<file path="src/verilog/smr_pkg.sv">
// Package: mode register field layout, decode tables and timing constants
package smr_pkg;
  // ----------------------------------------
  // Widths
  // ----------------------------------------
  localparam int unsigned ADDR_W = 19;
  localparam int unsigned MODE_W = 18;
  localparam int unsigned LAT_W = 4;
  localparam int unsigned BURST_W = 4;
  // ----------------------------------------
  // Mode bit positions
  // ----------------------------------------
  localparam int unsigned CFG_LSB = 0;
  localparam int unsigned BURST_LSB = 3;
  localparam int unsigned MUX_BIT = 5;
  localparam int unsigned UNUSED_BIT = 6;
  localparam int unsigned DLL_BIT = 7;
  localparam int unsigned IMP_BIT = 8;
  localparam int unsigned TERM_BIT = 9;
  // Second phase line positions in multiplexed mode
  localparam int unsigned PH2_CFG1 = 3;
  localparam int unsigned PH2_CFG2 = 4;
  localparam int unsigned PH2_UNUSED = 8;
  localparam int unsigned PH2_DLL = 9;
  // ----------------------------------------
  // Reset values and codes
  // ----------------------------------------
  localparam logic [17:0] MODE_RST = 18'h00000;
  localparam logic [1:0] BURST_CODE_2 = 2'h0;
  localparam logic [1:0] BURST_CODE_4 = 2'h1;
  localparam logic [1:0] BURST_CODE_8 = 2'h2;
  localparam logic [3:0] BURST_2 = 4'h2;
  localparam logic [3:0] BURST_4 = 4'h4;
  localparam logic [3:0] BURST_8 = 4'h8;
  localparam logic [2:0] CFG_1A = 3'h0;
  localparam logic [2:0] CFG_1B = 3'h1;
  localparam logic [2:0] CFG_2 = 3'h2;
  localparam logic [2:0] CFG_3 = 3'h3;
  localparam logic [2:0] CFG_4 = 3'h4;
  localparam logic [2:0] CFG_5 = 3'h5;
  // Row cycle and read latency per configuration, non-multiplexed
  localparam logic [3:0] RC_1 = 4'h4;
  localparam logic [3:0] RC_2 = 4'h6;
  localparam logic [3:0] RC_3 = 4'h8;
  localparam logic [3:0] RC_4 = 4'h3;
  localparam logic [3:0] RC_5 = 4'h5;
  localparam logic [3:0] LAT_ONE = 4'h1;
  // Row cycle after write then read, same bank, configuration 4
  localparam logic [3:0] RC_4_WR = 4'h4;
  // ----------------------------------------
  // Timing
  // ----------------------------------------
  localparam int unsigned CLK_MHZ = 20;
  localparam int unsigned DLL_LOCK_CYC = 1024;
  // ----------------------------------------
  // Capture state
  // ----------------------------------------
  typedef enum logic [0:0] {SMR_IDLE, SMR_PHASE2} smr_state_type;
endpackage

</file>
<file path="src/verilog/smr_lat_decode.sv">
// Decoder from configuration code and mux mode to cycle and latency counts
module smr_lat_decode (
  // Configuration
  input wire logic [2:0] i_cfg,
  input wire logic i_mux,
  // Counts in clocks, and reserved-code flag
  output logic [smr_pkg::LAT_W-1:0] o_rc,
  output logic [smr_pkg::LAT_W-1:0] o_rl,
  output logic [smr_pkg::LAT_W-1:0] o_wl,
  output logic o_reserved
);
  import smr_pkg::*;
  logic [LAT_W-1:0] base_w;
  logic [LAT_W-1:0] add_w;
  always_comb begin
    case (i_cfg)
      CFG_1A, CFG_1B: base_w = RC_1;
      CFG_2: base_w = RC_2;
      CFG_3: base_w = RC_3;
      CFG_4: base_w = RC_4;
      CFG_5: base_w = RC_5;
      default: base_w = '0;
    endcase
  end
  assign o_reserved = (i_cfg == 3'h6) || (i_cfg == 3'h7);
  // Latency one clock longer in multiplexed mode
  assign add_w = i_mux ? LAT_ONE : '0;
  assign o_rc = base_w;
  assign o_rl = o_reserved ? '0 : base_w + add_w;
  assign o_wl = o_reserved ? '0 : base_w + add_w + LAT_ONE;
endmodule

</file>
<file path="src/verilog/smr_mode_reg.sv">
// Mode register captured from address inputs on mode-register-set commands
module smr_mode_reg (
  // Clock and reset
  input wire logic i_clk,
  input wire logic i_nrst,
  // Command and address pins
  input wire logic i_mode_register_set_command,
  input wire logic [smr_pkg::ADDR_W-1:0] i_addr,
  // Decoded settings
  output logic [smr_pkg::MODE_W-1:0] o_mode_bits,
  output logic [2:0] o_cfg,
  output logic [smr_pkg::BURST_W-1:0] o_burst_len,
  output logic o_burst_invalid,
  output logic o_address_mux_select,
  output logic o_on_die_termination_enable,
  output logic o_impedance_source_select,
  output logic o_dll_enable,
  output logic o_dll_reset_n,
  output logic [smr_pkg::LAT_W-1:0] o_row_cycle_time,
  output logic [smr_pkg::LAT_W-1:0] o_row_cycle_wr_rd,
  output logic [smr_pkg::LAT_W-1:0] o_read_latency_clocks,
  output logic [smr_pkg::LAT_W-1:0] o_write_latency_clocks,
  output logic o_cfg_reserved
);
  import smr_pkg::*;
  // ----------------------------------------
  // Reset synchroniser
  // ----------------------------------------
  logic rst_meta_q;
  logic rst_n_q;
  always_ff @(posedge i_clk or negedge i_nrst) begin
    if (!i_nrst) begin
      rst_meta_q <= 1'b0;
      rst_n_q <= 1'b0;
    end else begin
      rst_meta_q <= 1'b1;
      rst_n_q <= rst_meta_q;
    end
  end
  // ----------------------------------------
  // Capture sequencing
  // ----------------------------------------
  smr_state_type state_q;
  smr_state_type state_d;
  logic [MODE_W-1:0] mode_q;
  logic [MODE_W-1:0] mode_d;
  logic [MODE_W-1:0] ph1_q;
  logic [MODE_W-1:0] ph1_d;
  logic [MODE_W-1:0] nonmux_w;
  logic [MODE_W-1:0] mux_w;
  logic mux_mode_w;
  logic first_phase_w;
  logic second_phase_w;
  // Mode in force decides how a command is read, not the incoming bit 5
  assign mux_mode_w = mode_q[MUX_BIT];
  assign first_phase_w = i_mode_register_set_command && mux_mode_w && state_q == SMR_IDLE;
  assign second_phase_w = state_q == SMR_PHASE2;
  // Upper bits latched as given; controller keeps them low
  assign nonmux_w = i_addr[MODE_W-1:0];
  // Bit 6 is unused: stored as zero in either mode
  always_comb begin
    mux_w = ph1_q;
    mux_w[UNUSED_BIT] = 1'b0;
    mux_w[CFG_LSB+1] = i_addr[PH2_CFG1];
    mux_w[CFG_LSB+2] = i_addr[PH2_CFG2];
    mux_w[DLL_BIT] = i_addr[PH2_DLL];
  end
  always_comb begin
    state_d = state_q;
    ph1_d = ph1_q;
    mode_d = mode_q;
    case (state_q)
      SMR_IDLE: begin
        if (first_phase_w) begin
          ph1_d = i_addr[MODE_W-1:0];
          state_d = SMR_PHASE2;
        end else if (i_mode_register_set_command) begin
          mode_d = nonmux_w;
          mode_d[UNUSED_BIT] = 1'b0;
        end
      end
      SMR_PHASE2: begin
        // Second phase is the next edge, whatever the command pins show
        mode_d = mux_w;
        state_d = SMR_IDLE;
      end
      default: state_d = SMR_IDLE;
    endcase
  end
  always_ff @(posedge i_clk or negedge rst_n_q) begin
    if (!rst_n_q) begin
      state_q <= SMR_IDLE;
      ph1_q <= MODE_RST;
      mode_q <= MODE_RST;
    end else begin
      state_q <= state_d;
      ph1_q <= ph1_d;
      mode_q <= mode_d;
    end
  end
  // ----------------------------------------
  // Field decode
  // ----------------------------------------
  logic [2:0] cfg_w;
  logic [1:0] burst_code_w;
  logic [BURST_W-1:0] burst_w;
  logic burst_bad_w;
  logic [LAT_W-1:0] rc_w;
  logic [LAT_W-1:0] rl_w;
  logic [LAT_W-1:0] wl_w;
  logic [LAT_W-1:0] rc_wr_w;
  logic res_w;
  assign cfg_w = mode_q[CFG_LSB +: 3];
  assign burst_code_w = mode_q[BURST_LSB +: 2];
  assign burst_w = (burst_code_w == BURST_CODE_2) ? BURST_2 :
    (burst_code_w == BURST_CODE_4) ? BURST_4 :
    (burst_code_w == BURST_CODE_8) ? BURST_8 : '0;
  // Burst of 8 not offered with configurations 1 and 4; code 11 reserved
  assign burst_bad_w = (burst_code_w == 2'h3) || ((burst_code_w == BURST_CODE_8) &&
    (cfg_w == CFG_1A || cfg_w == CFG_1B || cfg_w == CFG_4));
  // Config 4 relies on a longer gap only for write then read
  assign rc_wr_w = (cfg_w == CFG_4) ? RC_4_WR : rc_w;
  smr_lat_decode u_dec (
    .i_cfg(cfg_w),
    .i_mux(mux_mode_w),
    .o_rc(rc_w),
    .o_rl(rl_w),
    .o_wl(wl_w),
    .o_reserved(res_w)
  );
  // ----------------------------------------
  // Registered outputs
  // ----------------------------------------
  always_ff @(posedge i_clk or negedge rst_n_q) begin
    if (!rst_n_q) begin
      o_mode_bits <= MODE_RST;
      o_cfg <= CFG_1A;
      o_burst_len <= BURST_2;
      o_burst_invalid <= 1'b0;
      o_address_mux_select <= 1'b0;
      o_on_die_termination_enable <= 1'b0;
      o_impedance_source_select <= 1'b0;
      o_dll_enable <= 1'b0;
      o_dll_reset_n <= 1'b0;
      o_row_cycle_time <= RC_1;
      o_row_cycle_wr_rd <= RC_1;
      o_read_latency_clocks <= RC_1;
      o_write_latency_clocks <= RC_1 + LAT_ONE;
      o_cfg_reserved <= 1'b0;
    end else begin
      o_mode_bits <= mode_q;
      o_cfg <= cfg_w;
      o_burst_len <= burst_w;
      o_burst_invalid <= burst_bad_w;
      o_address_mux_select <= mode_q[MUX_BIT];
      o_on_die_termination_enable <= mode_q[TERM_BIT];
      o_impedance_source_select <= mode_q[IMP_BIT];
      o_dll_enable <= mode_q[DLL_BIT];
      o_dll_reset_n <= mode_q[DLL_BIT];
      o_row_cycle_time <= rc_w;
      o_row_cycle_wr_rd <= rc_wr_w;
      o_read_latency_clocks <= rl_w;
      o_write_latency_clocks <= wl_w;
      o_cfg_reserved <= res_w;
    end
  end
  // ----------------------------------------
  // Assertions
  // ----------------------------------------
  nonmux_capture_a: assert property (@(posedge i_clk) disable iff (!rst_n_q)
    (i_mode_register_set_command && !mux_mode_w && state_q == SMR_IDLE) |-> ##2
    (o_mode_bits[MODE_W-1:UNUSED_BIT+1] == $past(i_addr[MODE_W-1:UNUSED_BIT+1], 2) &&
    o_mode_bits[UNUSED_BIT-1:0] == $past(i_addr[UNUSED_BIT-1:0], 2)))
    else $error("non-multiplexed capture wrong");
  mux_phase_a: assert property (@(posedge i_clk) disable iff (!rst_n_q)
    first_phase_w |=> ##2 (o_mode_bits[DLL_BIT] == $past(i_addr[PH2_DLL], 2) &&
    o_mode_bits[CFG_LSB+2:CFG_LSB+1] == $past({i_addr[PH2_CFG2], i_addr[PH2_CFG1]}, 2) &&
    o_mode_bits[TERM_BIT] == $past(ph1_q[TERM_BIT], 1)))
    else $error("multiplexed phase mapping wrong");
  unused_zero_a: assert property (@(posedge i_clk) disable iff (!rst_n_q)
    !o_mode_bits[UNUSED_BIT]) else $error("unused bit stored");
  latency_gap_a: assert property (@(posedge i_clk) disable iff (!rst_n_q)
    !o_cfg_reserved |-> o_write_latency_clocks == o_read_latency_clocks + LAT_ONE)
    else $error("write latency not read plus one");
  mux_latency_a: assert property (@(posedge i_clk) disable iff (!rst_n_q)
    (!o_cfg_reserved && o_address_mux_select) |->
    o_read_latency_clocks == o_row_cycle_time + LAT_ONE)
    else $error("mux latency not raised");
  nonmux_latency_a: assert property (@(posedge i_clk) disable iff (!rst_n_q)
    (o_cfg == CFG_3 && !o_address_mux_select) |-> o_read_latency_clocks == RC_3)
    else $error("config 3 latency wrong");
  burst_bad_a: assert property (@(posedge i_clk) disable iff (!rst_n_q)
    (o_cfg == CFG_4 && o_burst_len == BURST_8) |-> o_burst_invalid)
    else $error("burst 8 in config 4 not flagged");
  dll_follow_a: assert property (@(posedge i_clk) disable iff (!rst_n_q)
    o_dll_enable == o_dll_reset_n && o_dll_enable == o_mode_bits[DLL_BIT])
    else $error("loop control mismatch");
  flags_follow_a: assert property (@(posedge i_clk) disable iff (!rst_n_q)
    o_on_die_termination_enable == o_mode_bits[TERM_BIT] &&
    o_impedance_source_select == o_mode_bits[IMP_BIT])
    else $error("flag outputs mismatch");
  phase2_once_a: assert property (@(posedge i_clk) disable iff (!rst_n_q)
    second_phase_w |=> state_q == SMR_IDLE) else $error("phase two held");
  mux_write_c: cover property (@(posedge i_clk) disable iff (!rst_n_q) first_phase_w);
  enter_mux_c: cover property (@(posedge i_clk) disable iff (!rst_n_q)
    $rose(o_address_mux_select));
  dll_on_c: cover property (@(posedge i_clk) disable iff (!rst_n_q) $rose(o_dll_enable));
  cfg4_c: cover property (@(posedge i_clk) disable iff (!rst_n_q) o_cfg == CFG_4);
endmodule

</file>
<file path="config.mk">
export PLATFORM = sky130hd
export DESIGN_NAME = smr_mode_reg
export DESIGN_NICKNAME = d
export VERILOG_FILES = /design/src/verilog/smr_pkg.sv /design/src/verilog/smr_lat_decode.sv /design/src/verilog/smr_mode_reg.sv
export SDC_FILE = /design/constraint.sdc
export NUM_CORES = 1
export LEC_CHECK = 0
export BUFFER_PORTS_ARGS = -buffer_cell sky130_fd_sc_hd__buf_4
export CAP_MARGIN = 20
export CORE_MARGIN = 1.5
export CORE_UTILIZATION = 52
export DETAILED_ROUTE_END_ITERATION = 8
export GPL_TIMING_DRIVEN = 1
export MAX_ROUTING_LAYER = met4
export PLACE_DENSITY = 0.91
export SETUP_SLACK_MARGIN = 0.3
export SYNTH_ARGS = -nofsm -noshare
export SYNTH_HDL_FRONTEND = slang
export SYNTH_SLANG_ARGS = --single-unit
</file>
<file path="constraint.sdc">
create_clock -name i_clk -period 2.8 [get_ports i_clk]
set_input_delay 0.42 -clock i_clk [delete_from_list [all_inputs] [get_ports i_clk]]
set_output_delay 0.42 -clock i_clk [all_outputs]
set_load 0.05 [all_outputs]
</file>
[Word level (Yosys, flattened, before mapping)]
Index checks and enable logic that the tools add are counted.
Operators by class
  reductions and logical operators: 12
  eq/ne operators: 12
  multiplexer cells: 13
  $add $sub $neg: 2
  bitwise gates (word level): 1
Operators by type and width (count)
  two-way mux 18 bit: 2
  one-hot mux 18 bit (2 select lines): 1
  two-way mux 4 bit: 6
  one-hot mux 4 bit (5 select lines): 1
  == test 3 bit (second input constant): 4
  == test 3 x 2 -> 1 bit (second input constant): 2
  adder 4 x 1 -> 4 bit (second input constant): 1
  adder 4 bit: 1
  == test 2 bit (second input constant): 2
  logical OR 1 bit: 4
  inequality test 2 bit (second input constant): 2
  AND reduction 2 bit: 2
  == test 3 x 1 -> 1 bit (second input constant): 1
  logical AND 1 bit: 3
  logical NOT 3 bit: 1
  == test 2 x 1 -> 1 bit (second input constant): 1
  logical NOT 2 bit: 1
  two-way mux 1 bit: 2
  one-hot mux 1 bit (2 select lines): 1
  OR reduction 2 bit: 1
  NOT 1 bit: 1
Word-level totals
  bits in registers: 86
  word-level logic and storage cells: 58
  output and inout bits: 48

[Logic depth before layout (Yosys ltp)]
  depth in word-level cells: 6
  mapped depth: 7
  mapped depth without buffers: 7

[By module]
From an unflattened synthesis, not the netlist that was laid out.
Second synthesis, totals
  cell total of the unflattened synthesis: 222
  area, all modules: 2969.1 µm²
Modules (own cells, without submodules)
  smr_mode_reg: cells each 189, seq. area each 1809.2 µm², area each 2701.3 µm², times used 1
  smr_lat_decode: cells each 33, seq. area each 0.0 µm², area each 267.8 µm², times used 1

[Worst setup path before layout]
No wires, ideal clock.
  path type: register to register
  start: register mode_q[1]
  end: register o_write_latency_clocks[3] (netlist bit)
  setup time: 0.125 ns
  cell stages (with the launch flop): 7
  period minus slack after synthesis: 1.855 ns
  arrival: 1.730 ns
  setup slack: 0.945 ns
  data required time: 2.675 ns
  path buffers: 0
  cell sequence: dfrtp_1 > or2b_2 > a21oi_1 > ha_1 > nand3_1 > mux2i_1 > mux2_4
On the way
  word-level cells in the longest chain between the ends: 6
  elaborated cells between the ends (all ways): 14
  classes of those cells: add/sub (2); eq/ne (7); mux (2); reduce/logical (3)
Ends and longest elaborated chain
  from (decl): RTL line smr_mode_reg.sv:45  | logic [MODE_W-1:0] mode_q;
  from (signal assigned): RTL line smr_mode_reg.sv:98  | mode_q <= mode_d;
  == test 3 x 1 -> 1 bit or logical NOT 3 bit (tied branches): RTL line smr_lat_decode.sv:16  | case (i_cfg)
  OR reduction 2 bit: RTL line smr_lat_decode.sv:16
  one-hot mux 4 bit (5 select lines) (*): RTL line smr_lat_decode.sv:16
  via rc_w[1]: RTL line smr_mode_reg.sv:108  | logic [LAT_W-1:0] rc_w;
  adder 4 bit (*): RTL line smr_lat_decode.sv:30  | assign o_wl = o_reserved ? '0 : base_w + add_w + LAT_ONE;
  adder 4 x 1 -> 4 bit (*): RTL line smr_lat_decode.sv:30
  two-way mux 4 bit (*): RTL line smr_lat_decode.sv:30
  via u_dec.o_wl (one bit): RTL line smr_lat_decode.sv:9  | output logic [smr_pkg::LAT_W-1:0] o_wl,
  to (signal assigned): RTL line smr_mode_reg.sv:148  | o_write_latency_clocks <= RC_1 + LAT_ONE;
  to (signal assigned): RTL line smr_mode_reg.sv:163  | o_write_latency_clocks <= wl_w;
  to (decl): RTL line smr_mode_reg.sv:22  | output logic [smr_pkg::LAT_W-1:0] o_write_latency_clocks,
The timed path passes the listed nets; every way through them passes the cells marked *.
A chain may end at the register's enable or synchronous reset.

[Worst setup path after layout]
Ends and elaborated chain as after synthesis.

==> metrics.txt <==
top-count cell post-synth=dfrtp_1; die area=5710 µm²; Setup Skew=6.82 ps; synthesized area=roughly 2700 µm²; ys flop type=dfrtp_1; FF-to-FF End=o_write_latency_clocks[3]$_DFF_PN0_; post-synthesis sequential area ratio=0.660; Hold Crit Class=reg -> async; Startpoint Class=flop; num rows=26; Worst Path Buf+Inv=0; FF-to-FF setup slack=approximately 660 ps; area delta synth->final=26.4%; YS warnings=0; Yosys top cell by area=dfrtp_1; f_max=0.467 GHz; antenna violations before repair=0; r2r startpoint=mode_q[1]$_DFFE_PN0P_; total of max-cap violations=0; Critical path origin=mode_q[1]$_DFFE_PN0P_; Die Y=between 70 and 80 µm; layout net count=about 290; Cell Chain, Critical Path=or2b_2, a21oi_1, ha_1, nand3_1, mux2i_1, mux2_4; number of global-route vias before repair=approximately 1,600; TNS Setup=0 ps; RSZ-0062 raised after global routing=false; Antenna Nets Post-Route=0; All-Layer GR Usage=0.188; Max stage delay on crit path=500 ps; Crit path max-delay family=multiplexers; Core ar.=slightly above 5000 µm²; PortBufs=between 60 and 70; cell count along the critical path=6; 1st-iter DRT viols=65; library cells used by synthesis=30; top post-synthesis cells by count=66 x dfrtp_1, 18 x mux2i_1, 16 x a21oi_1; Final GP Congestion=0.783; number of flops mapped to enable cells by yosys=0; crit end category=flop; crit-path max FO=9; Worst-path clk slew=roughly 70 ps; Synth Instances=199; Tcrit/Tclk final=0.764; Final Hold Viols=0; DR vias=about 1,600; HPWL after DPL=roughly 3200 µm; H-Tree Depth=3; multi-input combinational cell area=approximately 780 µm²; first-pass GRT wire length=~7400 µm; FILL cells=approximately 380; Critical-path top delay cell=dfrtp_1; Worst R2R Path Depth=6; Seq. cell area=around 1800 µm²; Pins Over Slew Limit=0; IO Pins=70; Clock Tree Root=clkbuf_8; GRT overflow=0; ys async rst share=1.00; Synth top area share=0.603; layout cells sized above 1=0.416; Worst Path Arrival=2360 ps; Die X-Extent=roughly 76 µm; Starting Density=0.537; worst path required time=slightly above 3000 ps; Max Buffers Root-to-Sink=2; routed wire length per instance=between 10 and 15 µm; clk_lat worst skew=340 ps; Final setup viols=0; final WL=approximately 4700 µm; Vias/cell=about 4.9; slew margin rel.=0.541; flops & latches, synth=72; CTS tree=yes; TritonCTS buffer count=9; CTS Sinks=72; Final Critical Period=roughly 2100 ps; maximum number of pins on one net before global-route repair=48; average instance area after synthesis=between 10 and 15 µm²; ranking of synthesized cells by area=dfrtp_1 60%, mux2i_1 6.6%, dfstp_2 5.8%; n_diodes=0; Post-route DRC=0; setup bufs post-CTS=0; status=finished, final reports clean; Crit Path Class=reg -> reg; drt pass-1 iters=4; CP Capture Point=o_write_latency_clocks[3]$_DFF_PN0_; Worst Max-Slew Pin Slew=approximately 690 ps
timing repair:
| item | in CTS | in global routing |
|---|---|---|
| hold buffers | 1 | 0 |
| gates resized for setup | 0 | 0 |
| endpoints found under the hold margin | 2 | 0 |
area by class of cell:
type | count | area share
Tap cell | 70 | 0.0253
Clock buffer | 11 | 0.0408
Inverter | 4 | 0.00434
Sequential cell | 72 | 0.523
Timing Repair Buffer | 70 | 0.152
Clock inverter | 5 | 0.0300
Multi-Input combinational cell | 105 | 0.224
worst min-delay path by stage:
stage | endpoint | slack [ps] | cells past startpoint
2_1_floorplan | rst_meta_q$_DFF_PN0_ | 120 | 0
3_3_place_gp | rst_meta_q$_DFF_PN0_ | 200 | 1
3_5_place_dp | rst_meta_q$_DFF_PN0_ | 200 | 1
4_1_cts | mode_q[9]$_DFFE_PN0P_ | 260 | 1
5_1_grt | ph1_q[5]$_DFFE_PN0P_ | 300 | 1
6_report | o_mode_bits[7]$_DFF_PN0_ | 250 | 1
metal layers:
layer | vias to the layer above | track usage | wire, µm
li1 | 789 | - | -
met1 | 797 | 0.213 | 1900
met2 | 46 | 0.305 | 2560
met3 | 6 | 0.0622 | 213
met4 | 0 | 0.0833 | 76
met5 | - | - | 0
registers in the layout, indices dropped and copies added, names as in the netlist, 2 cells and up:
signal                  cells
o_row_cycle_time            4
o_row_cycle_wr_rd           4
o_cfg                       2
ph1_q                      14
o_burst_len                 3
o_read_latency_clocks       4
mode_q                     17
o_write_latency_clocks      4
o_mode_bits                15
kinds of logic after synthesis:
| logic type | share of synthesized area |
|---|---|
| DFF | 0.660 |
| and+or+nand+nor | 0.0817 |
| muxes | 0.137 |
| AOI/OAI and AO/OA | 0.0438 |
| buffers and inverters | 0.0575 |
| adders and majority gates | 0.0137 |
| other | 0.00274 |
| xor gates and xnor gates | 0.00320 |
placed cells by master, fill, tap and decap left out, types with 2 or more instances in the layout:
cell        n
mux2i_1    18
and2_1      3
a21oi_1    16
buf_4      69
nand2b_1    2
inv_1       4
ha_1        3
nand2_1     6
dfrtp_1    65
clkbuf_8   10
dfstp_2     6
nor2_1      8
o21ai_0     5
conb_1      3
nor3_1     13
nor2b_1     3
mux2_2     14
bufinv_16   3
through the flow:
| step | util | hold slack [ps] | setup slack [ps] | instance area, µm² | instances |
|---|---|---|---|---|---|
| finish | 0.678 | 250 | 661 | 3460 | 337 |
| detailed placement | 0.628 | 204 | 724 | 3210 | 320 |
| floorplan | - | 124 | 657 | 2740 | 200 |
| CTS | 0.678 | 262 | 650 | 3460 | 337 |
| global route | 0.678 | 296 | 589 | 3460 | 337 |
| global placement | 0.628 | 203 | 819 | 3210 | 320 |
Power is not shown: default switching activity piles up to over one toggle a cycle in this logic, so the estimate is an artifact.
